==> config.mk <==
export PLATFORM = sky130hd
export DESIGN_NAME = spx_serial_port
export DESIGN_NICKNAME = d
export VERILOG_FILES = /design/src/common/spx_pkg.sv /design/src/design/spx_serial_port.sv
export SDC_FILE = /design/constraint.sdc
export NUM_CORES = 1
export LEC_CHECK = 0
export BUFFER_PORTS_ARGS = -buffer_cell sky130_fd_sc_hd__buf_2
export CAP_MARGIN = 20
export CORE_ASPECT_RATIO = 1.1
export CORE_MARGIN = 2
export CORE_UTILIZATION = 60
export DETAILED_ROUTE_END_ITERATION = 8
export PLACE_DENSITY_LB_ADDON = 0.2
export SLEW_MARGIN = 20
export SYNTH_ARGS = -nofsm -noshare
export SYNTH_HDL_FRONTEND = slang
export SYNTH_SLANG_ARGS = --single-unit
==> constraint.sdc <==
create_clock -name clk -period 2.4 [get_ports clk]
set_input_delay 0.48 -clock clk [delete_from_list [all_inputs] [get_ports clk]]
set_output_delay 0.48 -clock clk [all_outputs]
set_load 0.03 [all_outputs]
==> src/common/spx_pkg.sv <==
// Shared types and constants for the four-mode serial port.
// Assumes one system clock; the machine cycle, shift clock and divider figures count its cycles.
package spx_pkg;

    // Port mode as coded by the two mode select bits.
    typedef enum logic [1:0] {
        SPX_MODE0 = 2'b00,
        SPX_MODE1 = 2'b01,
        SPX_MODE2 = 2'b10,
        SPX_MODE3 = 2'b11
    } spx_mode_t;

    // Transmitter states.
    typedef enum logic [1:0] {
        SPX_TX_IDLE  = 2'b00,
        SPX_TX_ASYNC = 2'b01,
        SPX_TX_SYNC  = 2'b10,
        SPX_TX_WAIT  = 2'b11
    } spx_tx_st_t;

    // Receiver states.
    typedef enum logic [1:0] {
        SPX_RX_IDLE  = 2'b00,
        SPX_RX_ASYNC = 2'b01,
        SPX_RX_SYNC  = 2'b10,
        SPX_RX_WAIT  = 2'b11
    } spx_rx_st_t;

    // Control bits written by software.
    typedef struct packed {
        logic mode_sel_high;
        logic mode_sel_low;
        logic multiproc_or_rate_sel;
        logic rx_enable;
        logic tx_ninth_bit;
        logic baud_double_sel;
    } spx_cfg_t;

    // Status bits read by software.
    typedef struct packed {
        logic tx_done_flag;
        logic rx_done_flag;
        logic rx_ninth_bit;
    } spx_stat_t;

    // Machine cycle: twelve clocks, state 6 phase 2 is the last one.
    localparam logic [3:0] SPX_MC_LAST = 4'hB;
    localparam logic [3:0] SPX_STATE6_PHASE2_IDX = 4'hB;

    // Synchronous shift clock, slow rate (one twelfth of the clock).
    localparam logic [3:0] SPX_M0_SLOW_LAST = 4'hB;
    localparam logic [3:0] SPX_M0_SLOW_FALL = 4'h3;
    localparam logic [3:0] SPX_M0_SLOW_RISE = 4'h9;
    // Synchronous shift clock, fast rate (one quarter of the clock).
    localparam logic [3:0] SPX_M0_FAST_LAST = 4'h3;
    localparam logic [3:0] SPX_M0_FAST_FALL = 4'h1;
    localparam logic [3:0] SPX_M0_FAST_RISE = 4'h3;
    localparam logic [3:0] SPX_M0_BITS_LAST = 4'h7;

    // Oversampling counter and majority sample points.
    localparam logic [3:0] SPX_OVS_LAST = 4'hF;
    localparam logic [3:0] SPX_SMP_A = 4'h8;
    localparam logic [3:0] SPX_SMP_B = 4'h9;
    localparam logic [3:0] SPX_SMP_C = 4'hA;

    // Index of the last bit of a 10-bit and an 11-bit frame.
    localparam logic [3:0] SPX_M1_LAST = 4'h9;
    localparam logic [3:0] SPX_M2_LAST = 4'hA;

    // Mode 2 oversampling tick divider: every 2 or every 4 clocks.
    localparam logic [1:0] SPX_M2_DIV_FAST = 2'h1;
    localparam logic [1:0] SPX_M2_DIV_SLOW = 2'h3;

    // Reset values.
    localparam logic SPX_LINE_IDLE = 1'b1;
    localparam logic [7:0] SPX_BUF_RST = 8'h00;

endpackage

==> src/design/spx_serial_port.sv <==
// Four-mode serial port: synchronous shift mode and 10/11-bit async modes,
// with an 8-word write FIFO in front of the transmitter.
// Assumes the timer overflow pulse is on clk; the receive pin is asynchronous.
`timescale 1ns/100ps

module spx_fifo #(
    parameter int WIDTH = 8,
    parameter int DEPTH = 8
) (
    // Clock and reset.
    input wire logic clk,
    input wire logic resetn,
    // Filling side.
    input wire logic in_valid,
    output logic in_ready,
    input wire logic [WIDTH-1:0] in_data,
    // Draining side.
    output logic out_valid,
    input wire logic out_ready,
    output logic [WIDTH-1:0] out_data
);
    localparam int AW = (DEPTH > 1) ? $clog2(DEPTH) : 1;
    localparam int CW = $clog2(DEPTH + 1);

    logic [WIDTH-1:0] mem [DEPTH];  // Storage words.
    logic [AW-1:0] wr_ptr_ff;       // Next slot to write.
    logic [AW-1:0] rd_ptr_ff;       // Next slot to read.
    logic [CW-1:0] count_ff;        // Words held.
    logic ready_ff;                 // Room for one more word.
    logic push;
    logic pop;
    logic [CW-1:0] nxt_count;

    assign push = in_valid & ready_ff;
    assign pop = out_valid & out_ready;
    assign in_ready = ready_ff;
    assign out_valid = (count_ff != '0);
    assign out_data = mem[rd_ptr_ff];

    // Count follows pushes and pops.
    always_comb begin
        nxt_count = count_ff;
        if (push && !pop) begin
            nxt_count = count_ff + CW'(1);
        end else if (pop && !push) begin
            nxt_count = count_ff - CW'(1);
        end
    end

    // Pointers wrap at the depth, which need not be a power of two.
    always_ff @(posedge clk or negedge resetn) begin
        if (!resetn) begin
            wr_ptr_ff <= '0;
            rd_ptr_ff <= '0;
            count_ff <= '0;
            ready_ff <= 1'b1;
        end else begin
            count_ff <= nxt_count;
            ready_ff <= (nxt_count != CW'(DEPTH));
            if (push) begin
                wr_ptr_ff <= (wr_ptr_ff == AW'(DEPTH - 1)) ? '0 : wr_ptr_ff + AW'(1);
            end
            if (pop) begin
                rd_ptr_ff <= (rd_ptr_ff == AW'(DEPTH - 1)) ? '0 : rd_ptr_ff + AW'(1);
            end
        end
    end

    // Storage has no reset; only written slots are ever read.
    always_ff @(posedge clk) begin
        if (push) begin
            mem[wr_ptr_ff] <= in_data;
        end
    end
endmodule

module spx_serial_port #(
    parameter int FIFO_DEPTH = 8
) (
    // Clock and reset.
    input wire logic clk,
    input wire logic resetn,
    // Buffer access from the processor.
    input wire logic buf_wr,
    input wire logic [7:0] buf_wdata,
    output logic buf_wr_ready,
    output logic [7:0] serial_buffer,
    // Control and status.
    input wire spx_pkg::spx_cfg_t cfg,
    input wire logic tx_done_clr,
    input wire logic rx_done_clr,
    output spx_pkg::spx_stat_t stat,
    // Baud source.
    input wire logic t1_overflow,
    // Serial pins.
    input wire logic rxd_in,
    output logic rxd_out,
    output logic rxd_oe,
    output logic txd_out
);
    spx_pkg::spx_mode_t mode;        // Decoded port mode.
    spx_pkg::spx_tx_st_t tx_st_ff;   // Transmitter state.
    spx_pkg::spx_rx_st_t rx_st_ff;   // Receiver state.
    spx_pkg::spx_stat_t stat_ff;     // Software-visible flags.
    logic [3:0] mc_ff;               // Machine cycle clock index.
    logic [3:0] sc_ff;               // Shift clock period index.
    logic [1:0] div_ff;              // Mode 2 clock divider.
    logic t1_half_ff;                // Halves the timer overflow rate.
    logic [3:0] txc_ff;              // Transmit divide-by-16 counter.
    logic [3:0] rxc_ff;              // Receive divide-by-16 counter.
    logic [3:0] tx_bits_ff;          // Transmit bit index.
    logic [3:0] rx_bits_ff;          // Receive bit index.
    logic [10:0] tx_sh_ff;           // Transmit shifter, LSB goes out first.
    logic [8:0] rx_sh_ff;            // Receive shifter, fills from the top.
    logic [1:0] smp_ff;              // First two majority samples.
    logic rxd_meta_ff;               // Pin synchroniser, first stage.
    logic rxd_sync_ff;               // Pin synchroniser, second stage.
    logic rxd_prev_ff;               // Previous synchronised level.
    logic [7:0] buf_ff;              // Receive buffer.
    logic txd_ff;                    // Transmit pin level.
    logic rxd_out_ff;                // Data pin drive level.
    logic rxd_oe_ff;                 // Data pin drive enable.
    logic fifo_valid;
    logic fifo_ready;
    logic [7:0] fifo_data;
    logic state6_phase2;             // Last clock of the machine cycle.
    logic ovs_tick;                  // Sixteen times the bit rate.
    logic tx_roll;                   // Transmit counter rollover.
    logic m0_run;                    // Shift clock running.
    logic [3:0] m0_last;
    logic [3:0] m0_fall;
    logic [3:0] m0_rise;
    logic [3:0] frame_last;
    logic rx_bit;                    // Majority decision.
    logic rx_ninth_val;
    logic [7:0] rx_data_val;
    logic rx_load;
    logic tx_set;
    logic rx_set;

    // Two-of-three vote over the bit samples.
    function automatic logic maj3(input logic a, input logic b, input logic c);
        maj3 = (a & b) | (a & c) | (b & c);
    endfunction

    assign mode = spx_pkg::spx_mode_t'({cfg.mode_sel_high, cfg.mode_sel_low});

    spx_fifo #(
        .WIDTH(8),
        .DEPTH(FIFO_DEPTH)
    ) u_tx_fifo (
        .clk(clk),
        .resetn(resetn),
        .in_valid(buf_wr),
        .in_ready(buf_wr_ready),
        .in_data(buf_wdata),
        .out_valid(fifo_valid),
        .out_ready(fifo_ready),
        .out_data(fifo_data)
    );

    // Outputs all come from registers.
    assign serial_buffer = buf_ff;
    assign stat = stat_ff;
    assign txd_out = txd_ff;
    assign rxd_out = rxd_out_ff;
    assign rxd_oe = rxd_oe_ff;

    // Timing selections and strobes derived from the mode.
    always_comb begin
        state6_phase2 = (mc_ff == spx_pkg::SPX_STATE6_PHASE2_IDX);
        m0_run = (tx_st_ff == spx_pkg::SPX_TX_SYNC) || (rx_st_ff == spx_pkg::SPX_RX_SYNC);
        if (cfg.multiproc_or_rate_sel) begin
            m0_last = spx_pkg::SPX_M0_FAST_LAST;
            m0_fall = spx_pkg::SPX_M0_FAST_FALL;
            m0_rise = spx_pkg::SPX_M0_FAST_RISE;
        end else begin
            m0_last = spx_pkg::SPX_M0_SLOW_LAST;
            m0_fall = spx_pkg::SPX_M0_SLOW_FALL;
            m0_rise = spx_pkg::SPX_M0_SLOW_RISE;
        end
        frame_last = (mode == spx_pkg::SPX_MODE1) ? spx_pkg::SPX_M1_LAST : spx_pkg::SPX_M2_LAST;
        if (mode == spx_pkg::SPX_MODE2) begin
            ovs_tick = cfg.baud_double_sel ? (div_ff[0] == spx_pkg::SPX_M2_DIV_FAST[0])
                                           : (div_ff == spx_pkg::SPX_M2_DIV_SLOW);
        end else begin
            ovs_tick = t1_overflow & (cfg.baud_double_sel | t1_half_ff);
        end
        tx_roll = ovs_tick && (txc_ff == spx_pkg::SPX_OVS_LAST);
    end

    // Receive decision and acceptance for the async frame.
    always_comb begin
        rx_bit = maj3(smp_ff[0], smp_ff[1], rxd_sync_ff);
        if (mode == spx_pkg::SPX_MODE1) begin
            rx_data_val = rx_sh_ff[8:1];
            rx_ninth_val = rx_bit;
        end else begin
            rx_data_val = rx_sh_ff[7:0];
            rx_ninth_val = rx_sh_ff[8];
        end
        rx_load = (rx_st_ff == spx_pkg::SPX_RX_ASYNC) && ovs_tick
                  && (rxc_ff == spx_pkg::SPX_SMP_C) && (rx_bits_ff == frame_last)
                  && !stat_ff.rx_done_flag && (!cfg.multiproc_or_rate_sel || rx_ninth_val);
        tx_set = ((tx_st_ff == spx_pkg::SPX_TX_ASYNC) && tx_roll && (tx_bits_ff == frame_last))
                 || ((tx_st_ff == spx_pkg::SPX_TX_WAIT) && state6_phase2);
        rx_set = rx_load || ((rx_st_ff == spx_pkg::SPX_RX_WAIT) && state6_phase2);
        fifo_ready = (tx_st_ff == spx_pkg::SPX_TX_IDLE)
                     && ((mode != spx_pkg::SPX_MODE0) || (rx_st_ff == spx_pkg::SPX_RX_IDLE));
    end

    // Receive pin passes two flip-flops before any logic reads it.
    always_ff @(posedge clk or negedge resetn) begin
        if (!resetn) begin
            rxd_meta_ff <= spx_pkg::SPX_LINE_IDLE;
            rxd_sync_ff <= spx_pkg::SPX_LINE_IDLE;
            rxd_prev_ff <= spx_pkg::SPX_LINE_IDLE;
        end else begin
            rxd_meta_ff <= rxd_in;
            rxd_sync_ff <= rxd_meta_ff;
            rxd_prev_ff <= rxd_sync_ff;
        end
    end

    // Machine cycle counter and the baud dividers.
    always_ff @(posedge clk or negedge resetn) begin
        if (!resetn) begin
            mc_ff <= '0;
            div_ff <= '0;
            t1_half_ff <= 1'b0;
            txc_ff <= '0;
        end else begin
            mc_ff <= (mc_ff == spx_pkg::SPX_MC_LAST) ? '0 : mc_ff + 4'h1;
            div_ff <= div_ff + 2'h1;
            if (t1_overflow) begin
                t1_half_ff <= ~t1_half_ff;
            end
            if (ovs_tick) begin
                txc_ff <= txc_ff + 4'h1;
            end
        end
    end

    always_ff @(posedge clk or negedge resetn) begin
        if (!resetn) begin
            sc_ff <= '0;
        end else if (!m0_run || (sc_ff == m0_last)) begin
            sc_ff <= '0;
        end else begin
            sc_ff <= sc_ff + 4'h1;
        end
    end

    // Transmitter sequencing.
    always_ff @(posedge clk or negedge resetn) begin
        if (!resetn) begin
            tx_st_ff <= spx_pkg::SPX_TX_IDLE;
            tx_sh_ff <= '1;
            tx_bits_ff <= '0;
        end else begin
            case (tx_st_ff)
                spx_pkg::SPX_TX_IDLE: begin
                    tx_bits_ff <= '0;
                    if (fifo_valid && fifo_ready) begin
                        if (mode == spx_pkg::SPX_MODE0) begin
                            tx_sh_ff <= {3'h7, fifo_data};
                            tx_st_ff <= spx_pkg::SPX_TX_SYNC;
                        end else begin
                            tx_sh_ff <= {1'b1,
                                         (mode == spx_pkg::SPX_MODE1) | cfg.tx_ninth_bit,
                                         fifo_data, 1'b0};
                            tx_st_ff <= spx_pkg::SPX_TX_ASYNC;
                        end
                    end
                end
                spx_pkg::SPX_TX_ASYNC: begin
                    if (tx_roll) begin
                        tx_sh_ff <= {1'b1, tx_sh_ff[10:1]};
                        tx_bits_ff <= tx_bits_ff + 4'h1;
                        if (tx_bits_ff == frame_last) begin
                            tx_st_ff <= spx_pkg::SPX_TX_IDLE;
                        end
                    end
                end
                spx_pkg::SPX_TX_SYNC: begin
                    if (sc_ff == m0_last) begin
                        tx_sh_ff <= {1'b1, tx_sh_ff[10:1]};
                        tx_bits_ff <= tx_bits_ff + 4'h1;
                        if (tx_bits_ff == spx_pkg::SPX_M0_BITS_LAST) begin
                            tx_st_ff <= spx_pkg::SPX_TX_WAIT;
                        end
                    end
                end
                default: begin
                    if (state6_phase2) begin
                        tx_st_ff <= spx_pkg::SPX_TX_IDLE;
                    end
                end
            endcase
        end
    end

    // Receiver sequencing.
    always_ff @(posedge clk or negedge resetn) begin
        if (!resetn) begin
            rx_st_ff <= spx_pkg::SPX_RX_IDLE;
            rx_sh_ff <= '0;
            rx_bits_ff <= '0;
            rxc_ff <= '0;
            smp_ff <= '0;
        end else begin
            case (rx_st_ff)
                spx_pkg::SPX_RX_IDLE: begin
                    rx_bits_ff <= '0;
                    rxc_ff <= '0;
                    if (mode == spx_pkg::SPX_MODE0) begin
                        if (cfg.rx_enable && !stat_ff.rx_done_flag
                            && (tx_st_ff == spx_pkg::SPX_TX_IDLE) && !fifo_valid) begin
                            rx_st_ff <= spx_pkg::SPX_RX_SYNC;
                        end
                    end else if (cfg.rx_enable && rxd_prev_ff && !rxd_sync_ff) begin
                        rx_st_ff <= spx_pkg::SPX_RX_ASYNC;
                    end
                end
                spx_pkg::SPX_RX_ASYNC: begin
                    if (ovs_tick) begin
                        rxc_ff <= rxc_ff + 4'h1;
                        if (rxc_ff == spx_pkg::SPX_SMP_A) begin
                            smp_ff[0] <= rxd_sync_ff;
                        end else if (rxc_ff == spx_pkg::SPX_SMP_B) begin
                            smp_ff[1] <= rxd_sync_ff;
                        end else if (rxc_ff == spx_pkg::SPX_SMP_C) begin
                            rx_bits_ff <= rx_bits_ff + 4'h1;
                            if ((rx_bits_ff == '0) && rx_bit) begin
                                rx_st_ff <= spx_pkg::SPX_RX_IDLE;
                            end else if (rx_bits_ff == frame_last) begin
                                rx_st_ff <= spx_pkg::SPX_RX_IDLE;
                            end else if (rx_bits_ff != '0) begin
                                rx_sh_ff <= {rx_bit, rx_sh_ff[8:1]};
                            end
                        end
                    end
                end
                spx_pkg::SPX_RX_SYNC: begin
                    if (sc_ff == m0_rise) begin
                        rx_sh_ff <= {rxd_sync_ff, rx_sh_ff[8:1]};
                    end
                    if (sc_ff == m0_last) begin
                        rx_bits_ff <= rx_bits_ff + 4'h1;
                        if (rx_bits_ff == spx_pkg::SPX_M0_BITS_LAST) begin
                            rx_st_ff <= spx_pkg::SPX_RX_WAIT;
                        end
                    end
                end
                default: begin
                    if (state6_phase2) begin
                        rx_st_ff <= spx_pkg::SPX_RX_IDLE;
                    end
                end
            endcase
        end
    end

    // Receive buffer and flags; a set beats a clear in the same cycle.
    always_ff @(posedge clk or negedge resetn) begin
        if (!resetn) begin
            buf_ff <= spx_pkg::SPX_BUF_RST;
            stat_ff <= '0;
        end else begin
            if (rx_load) begin
                buf_ff <= rx_data_val;
                stat_ff.rx_ninth_bit <= rx_ninth_val;
            end else if (rx_st_ff == spx_pkg::SPX_RX_WAIT && state6_phase2) begin
                buf_ff <= rx_sh_ff[8:1];
            end
            stat_ff.tx_done_flag <= tx_set | (stat_ff.tx_done_flag & ~tx_done_clr);
            stat_ff.rx_done_flag <= rx_set | (stat_ff.rx_done_flag & ~rx_done_clr);
        end
    end

    // Pin drivers: shift clock and data in mode 0, serial line otherwise.
    always_ff @(posedge clk or negedge resetn) begin
        if (!resetn) begin
            txd_ff <= spx_pkg::SPX_LINE_IDLE;
            rxd_out_ff <= spx_pkg::SPX_LINE_IDLE;
            rxd_oe_ff <= 1'b0;
        end else begin
            // data line driven only while sending
            rxd_oe_ff <= (tx_st_ff == spx_pkg::SPX_TX_SYNC);
            if (m0_run) begin
                if (sc_ff == '0) begin
                    rxd_out_ff <= tx_sh_ff[0];
                end
                if (sc_ff == m0_fall) begin
                    txd_ff <= 1'b0;
                end else if (sc_ff == m0_rise) begin
                    txd_ff <= 1'b1;
                end
            end else if (tx_st_ff == spx_pkg::SPX_TX_ASYNC) begin
                if (tx_roll) begin
                    txd_ff <= tx_sh_ff[0];
                end
            end else begin
                txd_ff <= spx_pkg::SPX_LINE_IDLE;
            end
        end
    end
endmodule

==> results of run 1 <==
[per-stage QoR]
stage / worst slack (ns) / hold WS, ns / utilization / std cells / total power, µW
2_1_floorplan: 0.141 / 0.184 / - / 566 / 6340
3_3_place_gp: 0.151 / 0.352 / 0.653 / 754 / 7150
3_5_place_dp: 0.132 / 0.353 / 0.653 / 754 / 7330
4_1_cts: 0.125 / 0.0214 / 0.705 / 786 / 10000
5_1_grt: 0.0874 / 0.0436 / 0.706 / 786 / 10600
6_report: 0.245 / 0.0117 / 0.706 / 786 / 9970
[cells in the mapped netlist, types with 8 or more instances]
| master | instances | area share |
|---|---|---|
| mux2i_1 | 55 | 0.079 |
| ha_1 | 28 | 0.050 |
| nand3_1 | 21 | 0.015 |
| a22oi_1 | 15 | 0.016 |
| nor3_1 | 11 | 0.0079 |
| a21oi_1 | 12 | 0.0086 |
| edfxtp_1 | 64 | 0.28 |
| inv_1 | 18 | 0.0097 |
| a31oi_1 | 16 | 0.014 |
| mux2_2 | 28 | 0.045 |
| o21ai_0 | 32 | 0.023 |
| nand2_1 | 38 | 0.020 |
| nand2b_1 | 15 | 0.013 |
| nor2_1 | 37 | 0.020 |
| dfstp_2 | 16 | 0.060 |
| clkbuf_1 | 8 | 0.0043 |
| dfrtp_1 | 64 | 0.23 |
[where the power goes]
group | internal, µW | switching [µW]
Sequential | 3250 | 458
Clock | 1560 | 1080
Combinational | 1580 | 2050
Total | 6380 | 3590
[per-layer routing]
layer  track usage  share of wire  up-vias  wire (µm)
li1              -              -     2194          -
met2         0.421           0.53       92       6950
met3        0.0537          0.040       24        527
met1         0.260           0.41     2240       5410
met4         0.100          0.018        0        241
met5             0              0        -          0
[worst max-delay path, delay by kind of cell, from the launching register on]
kind / cells / cell delay [ns]
AND/OR/NAND/NOR: 3 / 0.65
buffers and inverters: 1 / 0.10
adder cells (fa/ha/maj): 1 / 0.19
flip-flops: 1 / 0.42
multiplexers: 1 / 0.37
AO/OA/AOI/OAI: 2 / 0.30
[layout by cell type (no fill, tap or decap), drive strengths merged, types with 17 or more instances in the layout]
cell / instances
nor2: 37
ha: 28
nand3: 22
edfxtp: 64
clkbuf: 17
nand2: 38
mux2: 28
o21ai: 32
dfrtp: 64
inv: 25
buf: 57
mux2i: 56
[state kept, by name (all words and copies together), names as in the netlist, 4 cells and up]
register,cells
txc_ff,4
rxc_ff,4
tx_bits_ff,4
mc_ff,4
tx_sh_ff,10
rx_bits_ff,4
sc_ff,4
u_tx_fifo.mem,64
serial_buffer,8
rx_sh_ff,9
u_tx_fifo.count_ff,4
[how the worst min path moves through the flow]
stage | cells past startpoint | to | from | slack [ns]
floorplan | 0 | div_ff[0] | resetn | 0.18
global placement | 0 | rxd_sync_ff | rxd_meta_ff | 0.35
detailed placement | 0 | rxd_sync_ff | rxd_meta_ff | 0.35
CTS | 1 | rxc_ff[3] | resetn | 0.02
global route | 1 | div_ff[1] | resetn | 0.04
finish | 1 | txc_ff[0] | resetn | 0.01
[final cells by class]
type / count / area, µm² / share of cell area
tap: 150 / 188 / 0.0233
timing repair buffer: 57 / 380 / 0.0473
clock buffer: 17 / 425 / 0.0529
inverter: 18 / 67.6 / 0.00840
multi-input combinational: 385 / 2870 / 0.356
clock inverter: 15 / 170 / 0.0212
sequential: 144 / 3940 / 0.491
[kinds of logic after synthesis]
logic type,share of synthesized area
AOI/OAI and AO/OA,0.0863
xor gates and xnor gates,0.0151
adders and majority gates,0.0517
buffers and inverters,0.0244
DFF,0.566
muxes,0.127
and+or+nand+nor,0.129
[repair_timing]
action	in CTS	in global routing
hold endpoints to repair	0	0
setup endpoints to repair	0	15
resized for setup	0	3
==> summary.md, run 1 <==
| Metric | Value |
|---|---|
| Clock sink count | `~140` |
| CP startpoint kind | `register` |
| PortBufs | `35` |
| DRT Pass-1 Iters | `5` |
| TNS Setup | `0 ns` |
| Yosys reg bits | `144` |
| Sequential-to-total area share from yosys stat | `0.566` |
| RePlAce Congestion | `0.869` |
| Synth unique cells | `59` |
| Routed wire length | `around 13000 µm` |
| Synth warn | `0` |
| GRT Overall Usage | `0.231` |
| Initial antenna violation count | `0` |
| Arrival @ worst endpoint | `2.47 ns` |
| H-tree Lvls | `4` |
| DR vias | `about 4600` |
| Iter 0 DRT Violations | `between 200 and 250` |
| IO Count | `36` |
| Max FO, Critical Path | `9` |
| Crit Reg-Reg Startpoint | `rxc_ff[1]` |
| Post-DP HPWL | `9210 µm` |
| Slowest stage delay, CP | `between 0.4 and 0.5 ns` |
| Clk_skew | `around 0.007 ns` |
| Slew headroom | `0.568` |
| CP Cell Sequence | `inv_1 -> ha_1 -> nand4bb_1 -> o21ai_0 -> nand3_1 -> a21oi_1 -> and3_2 -> mux2_2` |
| First-pass GRT wire length | `22000 µm` |
| Hold/Removal Path Class | `in -> async` |
| Reg2reg end | `rx_sh_ff[1]` |
| Die area | `12500 µm²` |
| CP endpoint kind | `register` |
| Clk root buf | `clkbuf_16` |
| Mapped cell area | `6970 µm²` |
| Initial core utilization | `0.612` |
| DR vias/cell | `5.79` |
| Synth async-reset ratio | `0.556` |
| Design area | `around 8000 µm²` |
| Post-route DRC | `0` |
| Filler cells | `roughly 830` |
| Max-cap violations | `0` |
| Syn-to-layout area delta | `15.3%` |
| Hold violation count in the final report | `0` |
| Final worst-path cycle share | `0.898` |
| ANT cells | `0` |
| Min cycle time layout | `2.15 ns` |
| Status | `complete, no violations` |
| Worst Path Required | `around 2.7 ns` |
| Reg2reg setup slack | `between 0.2 and 0.25 ns` |
| CP endpoint | `rx_sh_ff[1]` |
| Clk slew on worst S/H paths | `0.06 ns` |
| Achievable frequency | `about 460 MHz` |
| Die Height | `between 100 and 150 µm` |
| CP max stage cell | `dfrtp_1` |
| Top FF cell, synth | `edfxtp_1` |
| Setup Buffers After CTS | `0` |
| Worst skew pair latency | `around 0.43 ns` |
| Layout cell share with drive strength beyond 1 | `0.231` |
| Final-report max-slew violation count | `0` |
| Core Footprint | `roughly 11000 µm²` |
| Largest net degree at the start of global routing | `45` |
| Final setup vio count | `0` |
| CP startpoint | `rxc_ff[1]` |
| Syn Nets | `615` |
| Worst slew pin tran | `0.646 ns` |
| Power Density | `1240 nW/µm²` |
| Die Wd | `107 µm` |
| Hold_buf cts | `0` |
| Post-DP Area | `about 7400 µm²` |
| Crit path kind | `reg -> reg` |
| Synthesized area per cell | `12.3 µm²` |
| Clk buf depth | `2` |
| Post-Synthesis Cells | `~570` |
| Worst reg-to-reg path cell count | `8` |
| Rows | `~40` |
| CTS tree | `yes` |
| VDD IR-drop max | `roughly 0.7 mV` |
| RSZ-0062 raised after global routing | `no` |
| Post-synth EDFFs | `64` |
| Remaining Overflow, GRT | `0` |
| P_leak | `0.00347 µW` |
| Vias in the first global route | `approximately 4600` |
| Drt wl/cell | `16.7 µm` |
| Routed Antenna Nets | `0` |
| Num CTS Buffers | `17` |
| Final #Nets | `about 670` |
Power figures use the tool's default switching activity.
==> run 2: changes to the inputs <==
Settings changed: SYNTH_HIERARCHICAL set to 1.
Clock period 2.4 ns to 2.65 ns, I/O delays scaled along.
==> run 2 against run 1 <==
  * Cell count down 5.1%
  * Combinational power down 14%
  * Power down 13%
  * Clock-buffer cell count unchanged
  * Design area down 0.68%
  * Critical endpoint is now rx_st_ff[1]
==> summary.md, run 2 <==
| Metric | Value |
|---|---|
| Status | `complete, no violations` |
| Synth area leader | `edfxtp_1` |
| Min cycle time layout | `2.43 ns (+0.274 ns)` |
| Top FF cell, synth | `edfxtp_1` |
| RSZ-0062 raised after global routing | `no` |
| Max FO, Critical Path | `7 (-2)` |
| Iter 0 DRT Violations | `316 (+27%)` |
| Mapped cell area | `7040 µm² (+1.0%)` |
| CP endpoint | `rx_st_ff[1]` |
| Largest Register | `u_tx_fifo/mem` |
| H-tree Lvls | `4 (unchanged)` |
| DRT Pass-1 Iters | `6 (+1)` |
| Sw Pwr | `3040 µW (-15%)` |
| Worst reg-to-reg path cell count | `10 (+2)` |
| Initial core utilization | `0.615 (+0.00338)` |
| Worst slew pin tran | `0.551 ns (-0.0942 ns)` |
| Clock sink count | `144 (unchanged)` |
| Largest cells by area after synthesis | `edfxtp_1 27%, dfrtp_1 23%, dfstp_2 6.0%, mux2i_1 5.3%, ha_1 5.0%` |
| Initial antenna violation count | `0 (unchanged)` |
| Clk slew on worst S/H paths | `0.06 ns (about the same)` |
| Achievable frequency | `412 MHz (-11%)` |
| Sequential-to-total area share from yosys stat | `0.560 (-0.00563)` |
| Post-synth top area share | `0.273 (-0.00274)` |
| Largest register FFs | `64 (unchanged)` |
| Syn Nets | `580 (-5.7%)` |
| Seq pwr share | `0.388 (+0.017)` |
| Combinational share of power | `0.359 (-0.005)` |
| Setup Buffers After CTS | `0 (unchanged)` |
| Most frequent cells in the layout | `64 x dfrtp_1, 64 x edfxtp_1, 49 x nand2_1` |
| CP startpoint | `u_tx_fifo/count_ff[1]` |
| PortBufs | `35 (unchanged)` |
| CP endpoint kind | `register` |
| Clk buf depth | `2 (unchanged)` |
| Worst Path Required | `3.00 ns (+0.29 ns)` |
| VDD IR-drop max | `0.555 mV (-20%)` |
| Num CTS Buffers | `17 (unchanged)` |
| Routed wire length | `12500 µm (-4.8%)` |
| CTS tree | `yes` |
| Reg2reg end | `rx_st_ff[1]` |
| Switching share of power | `0.349 (-0.0107)` |
| Filler cells | `784 (-5.0%)` |
| Max-cap violations | `0 (unchanged)` |
| Post-DP HPWL | `8950 µm (-2.8%)` |
| Met2 WL | `6560 µm (-5.7%)` |
| Core Footprint | `11400 µm² (+0.45%)` |
| Synth async-reset ratio | `0.556 (unchanged)` |
| DR vias | `4346 (-4.5%)` |
| Post-Synthesis Cells | `531 (-6.2%)` |
| Final setup vio count | `0 (unchanged)` |
| DR vias/cell | `5.83 (+0.64%)` |
| Final #Nets | `632 (-6.0%)` |
| Synth top cells by count | `64 x dfrtp_1, 64 x edfxtp_1, 49 x nand2_1` |
| GRT Overall Usage | `0.219 (-0.0117)` |
| Largest net degree at the start of global routing | `46 (+2.2%)` |
| Hold_buf cts | `0 (unchanged)` |
| Die area | `12600 µm² (+0.97%)` |
| Die Height | `118 µm (+0.48%)` |
| Drt wl/cell | `16.8 µm (+0.33%)` |
| CP startpoint kind | `register` |
| Routed wl met3 | `460 µm (-13%)` |
| DR top layer | `met4` |
| TNS Setup | `0 ns (unchanged)` |
| Reg2reg setup slack | `0.22 ns (-0.02 ns)` |
| Post-CTS Resized | `0 (unchanged)` |
| Worst skew pair latency | `0.42 ns (about the same)` |
| Post-synth EDFFs | `64 (unchanged)` |
| Wire length on met1 | `5150 µm (-4.7%)` |
| Die Wd | `107 µm (+0.48%)` |
| Power Density | `1090 nW/µm² (-12%)` |
| IO Count | `36 (unchanged)` |
| Crit Reg-Reg Startpoint | `u_tx_fifo/count_ff[1]` |
| Remaining Overflow, GRT | `0 (unchanged)` |
| Hold/Removal Path Class | `in -> async` |
| Hold violation count in the final report | `0 (unchanged)` |
| Routed Antenna Nets | `0 (unchanged)` |
| Final-report max-slew violation count | `0 (unchanged)` |
| Syn-to-layout area delta | `13.4%` |
| Arrival @ worst endpoint | `2.78 ns (+0.31 ns)` |
| Int Power | `5660 µW (-11%)` |
| Synthesized area per cell | `13.3 µm² (+7.7%)` |
| Layout cell share with drive strength beyond 1 | `0.255 (+0.0239)` |
| Clock network fraction of total power | `0.253 (-0.012)` |
| Synth unique cells | `70 (+19%)` |
| Crit path kind | `reg -> reg` |
| Final worst-path cycle share | `0.917 (+0.0188)` |
| Vias in the first global route | `4405 (-5.1%)` |
| Synth warn | `6 (+6)` |
| ANT cells | `0 (unchanged)` |
| Slew headroom | `0.629 (+0.0610)` |
| Yosys reg bits | `144 (unchanged)` |
| Rows | `41 (unchanged)` |
| Hold slack final | `0.0616 ns (+0.0499 ns)` |
| RePlAce Congestion | `0.844 (-2.8%)` |
| Final Util | `0.698 (-0.00798)` |
| P_leak | `0.00345 µW (-0.56%)` |
| Biggest regs | `u_tx_fifo/mem: 64 flops, tx_sh_ff: 10 flops, rx_sh_ff: 9 flops` |
| Clk_skew | `0.00515 ns (-0.00190 ns)` |
| First-pass GRT wire length | `21500 µm (-2.5%)` |
| Post-route DRC | `0 (unchanged)` |
| Clk root buf | `clkbuf_16` |
==> run 2: layer usage <==
metal  track usage  up-vias
met5             0        -
met2         0.367      113
met4         0.108        0
met1         0.267     2124
met3        0.0465       28
li1              -     2081
==> run 2: kinds of logic after synthesis <==
| kind of cell | Yosys count | synth area share |
|---|---|---|
| adder cells (fa/ha/maj) | 28 | 0.0498 |
| XOR/XNOR | 11 | 0.0137 |
| flip-flops | 144 | 0.560 |
| multiplexers | 87 | 0.167 |
| buffers and inverters | 41 | 0.0267 |
| AND/OR/NAND/NOR | 148 | 0.116 |
| AO/OA/AOI/OAI | 72 | 0.0672 |
==> run 2: area by class of cell <==
| cell class | instances | area, µm² | area share |
|---|---|---|---|
| Tap cell | 150 | 188 | 0.0235 |
| Multi-Input combinational cell | 346 | 2910 | 0.364 |
| Timing Repair Buffer | 51 | 310 | 0.0389 |
| Clock inverter | 15 | 123 | 0.0154 |
| Sequential cell | 144 | 3940 | 0.494 |
| Clock buffer | 17 | 425 | 0.0533 |
| Inverter | 23 | 86.3 | 0.0108 |
==> run 2: how the worst min path moves through the flow <==
stage,startpoint,endpoint,slack [ns],cells past startpoint
2_1_floorplan,resetn,div_ff[0],0.23,0
4_1_cts,resetn,rxc_ff[0],0.07,1
6_report,resetn,rxc_ff[3],0.06,1
3_5_place_dp,rxd_meta_ff,rxd_sync_ff,0.35,0
5_1_grt,resetn,rxc_ff[3],0.10,1
3_3_place_gp,rxd_meta_ff,rxd_sync_ff,0.35,0
==> run 2: stage by stage <==
step | std cells | cell area [µm²] | setup slack, ns | total power, µW
2_1_floorplan | 531 | 7040 | 0.424 | 5810
3_3_place_gp | 714 | 7440 | 0.311 | 6380
3_5_place_dp | 714 | 7440 | 0.217 | 6530
4_1_cts | 746 | 7990 | 0.246 | 8770
5_1_grt | 746 | 7990 | 0.0488 | 9280
6_report | 746 | 7990 | 0.221 | 8700
==> run 2: power groups by stage <==
stage / registers (µW) / logic, µW / clock network [µW]
4_1_cts: 3380 / 3140 / 2250
3_3_place_gp: 3380 / 3000 / 0
2_1_floorplan: 3340 / 2460 / 0
6_report: 3380 / 3120 / 2200
5_1_grt: 3460 / 3480 / 2350
3_5_place_dp: 3420 / 3110 / 0
==> run 2: worst max-delay path: stages, from the launching register on <==
cell and delay (ns):
dfrtp_1 0.43, inv_1 0.12, ha_1 0.20, nor3b_4 0.30, inv_1 0.19, nor2_1 0.12
nand4_1 0.10, o211ai_1 0.10, o21ai_0 0.11, nor4_1 0.44, mux2i_1 0.24
==> run 3: changes to the inputs <==
Settings changed: CTS_BUF_LIST set to sky130_fd_sc_hd__clkbuf_4 sky130_fd_sc_hd__clkbuf_8.
==> run 3 against run 2 <==
  * Die area unchanged
  * Core utilization decreased by 1.7 points
  * Clock power decreased by 29%
  * Sequential share of layout area up 1.2 points
  * Global-route usage is 0.63 points lower
  * Register-to-register slack lost 0.06 ns
  * Power fell by 7.3%
  * Via count rose by 0.39%
  * Cell count stayed put
  * First-iteration DRC count down 4.7%
  * Critical path type unchanged
==> summary.md, run 3 (synthesis gave the netlist of run 2 again) <==
| Metric | Value |
|---|---|
| Max-cap violations | `0 (unchanged)` |
| CP Cell Sequence | `inv_1 -> ha_1 -> nor3b_4 -> inv_1 -> nor2_1 -> nand4_1 -> o211ai_1 -> o21ai_0 -> nor4_1 -> mux2i_1` |
| Largest net degree at the start of global routing | `46 (unchanged)` |
| Worst Path Required | `3.03 ns (+0.03 ns)` |
| Slew headroom | `0.578 (-0.0508)` |
| Crit path kind | `reg -> reg` |
| Largest Register | `u_tx_fifo/mem` |
| Crit Reg-Reg Startpoint | `u_tx_fifo/count_ff[1]` |
| Final setup vio count | `0 (unchanged)` |
| Power Density | `1040 nW/µm² (-5.0%)` |
| Post-CTS Resized | `0 (unchanged)` |
| Most frequent cells in the layout | `64 x dfrtp_1, 64 x edfxtp_1, 49 x nand2_1` |
| Final-report max-slew violation count | `0 (unchanged)` |
| Die Wd | `107 µm (unchanged)` |
| Largest register FFs | `64 (unchanged)` |
| Most common cell on crit path | `inv_1` |
| Final #Nets | `632 (unchanged)` |
| Rows | `41 (unchanged)` |
| Syn-to-layout area delta | `10.7%` |
| Setup Buffers After CTS | `0 (unchanged)` |
| Clk slew on worst S/H paths | `0.08 ns (+0.02 ns)` |
| Routed wire length | `12400 µm (-0.64%)` |
| RePlAce Congestion | `0.844 (unchanged)` |
| Drt wl/cell | `16.7 µm (-0.64%)` |
| Worst slew pin tran | `0.627 ns (+0.0755 ns)` |
| Final worst-path cycle share | `0.939 (+0.0224)` |
| Worst reg-to-reg path cell count | `10 (unchanged)` |
| Clock sink count | `144 (unchanged)` |
| Clk root buf | `clkbuf_8` |
| Die Height | `118 µm (unchanged)` |
| Min cycle time layout | `2.49 ns (+0.0595 ns)` |
| First-pass GRT wire length | `21000 µm (-2.1%)` |
| Reg2reg end | `rx_st_ff[1]` |
| DR vias/cell | `5.85 (+0.39%)` |
| PortBufs | `35 (unchanged)` |
| Iter 0 DRT Violations | `301 (-4.7%)` |
| Setup WS post-layout | `0.162 ns (-0.0595 ns)` |
| Clk_skew | `0.00892 ns (+0.00377 ns)` |
| Post-DP HPWL | `8950 µm (unchanged)` |
| TNS Setup | `0 ns (unchanged)` |
| GRT Overall Usage | `0.213 (-0.00629)` |
| Max FO, Critical Path | `7 (unchanged)` |
| Layout cell share with drive strength beyond 1 | `0.255 (unchanged)` |
| Hold_buf cts | `0 (unchanged)` |
| Initial antenna violation count | `0 (unchanged)` |
| Clk buf depth | `2 (unchanged)` |
| ANT cells | `0 (unchanged)` |
| Biggest regs | `u_tx_fifo/mem: 64 flops, tx_sh_ff: 10 flops, rx_sh_ff: 9 flops` |
| CP startpoint kind | `register` |
| H-tree Lvls | `4 (unchanged)` |
| Routed Antenna Nets | `0 (unchanged)` |
| DR vias | `4363 (+0.39%)` |
| RSZ-0062 raised after global routing | `no` |
| Achievable frequency | `402 MHz (-2.4%)` |
| Num CTS Buffers | `17 (unchanged)` |
| Hold slack final | `0.0322 ns (-0.0294 ns)` |
| Core Footprint | `11400 µm² (unchanged)` |
| DRT Pass-1 Iters | `4 (-2)` |
| IO Count | `36 (unchanged)` |
| VDD IR-drop max | `0.621 mV (+12%)` |
| Status | `complete, no violations` |
| Die area | `12600 µm² (unchanged)` |
| P_leak | `0.00337 µW (-2.5%)` |
| Initial core utilization | `0.615 (unchanged)` |
| Remaining Overflow, GRT | `0 (unchanged)` |
| Arrival @ worst endpoint | `2.87 ns (+0.09 ns)` |
| Hold/Removal Path Class | `in -> async` |
| Worst slack, placed | `0.217 ns (unchanged)` |
| CP max stage cell | `nor4_1` |
| Reg2reg setup slack | `0.16 ns (-0.06 ns)` |
| Post-route DRC | `0 (unchanged)` |
| Vias in the first global route | `4390 (-0.34%)` |
| Worst skew pair latency | `0.45 ns (+0.03 ns)` |
| CP endpoint kind | `register` |
| CTS tree | `yes` |
| Slowest stage delay, CP | `0.50 ns (+0.06 ns)` |
| Filler cells | `812 (+3.6%)` |
| Hold violation count in the final report | `0 (unchanged)` |
-- run 3: how the worst max path moves through the flow --
stage | start | to | cells past startpoint
global route | u_tx_fifo/count_ff[1] | rx_st_ff[0] | 10
global placement | cfg[4] | rx_sh_ff[0] | 7
CTS | u_tx_fifo/count_ff[1] | rx_st_ff[1] | 10
detailed placement | cfg[4] | rx_sh_ff[6] | 7
finish | u_tx_fifo/count_ff[1] | rx_st_ff[1] | 10
floorplan | u_tx_fifo/in_ready | u_tx_fifo/mem[0][0] | 3
-- run 3: worst max-delay path, delay by kind of cell, from the launching register on --
family | cells | cell delay [ns]
buffers and inverters | 2 | 0.32
DFF | 1 | 0.44
and+or+nand+nor | 4 | 1.01
adders and majority gates | 1 | 0.20
AOI/OAI and AO/OA | 2 | 0.20
muxes | 1 | 0.25
-- run 3: final cells by class --
type	instances	area, µm²	share of cell area
Sequential cell	144	3940	0.506
Multi-Input combinational cell	346	2910	0.373
Timing Repair Buffer	51	310	0.0398
Clock buffer	17	234	0.0300
Tap cell	150	188	0.0241
Clock inverter	15	123	0.0157
Inverter	23	86.3	0.0111
-- run 3: routing by layer --
layer,GRT usage,wire length (µm)
met1,0.261,5250
met2,0.358,6430
met3,0.0449,408
met4,0.0990,334
met5,0,0
-- run 3: stage by stage --
step	utilization	instances	power (µW)	instance area (µm²)
after floorplan	-	531	5810	7040
after global placement	0.650	714	6380	7440
after detailed placement	0.650	714	6530	7440
after CTS	0.681	746	8120	7790
after global routing	0.681	746	8630	7790
final	0.681	746	8070	7790
-- run 3: power by group --
group          internal, µW  switching (µW)  total (µW)
logic                  1500            1630        3120
clock network           673             900        1570
registers              2940             435        3370
total                  5110            2960        8070
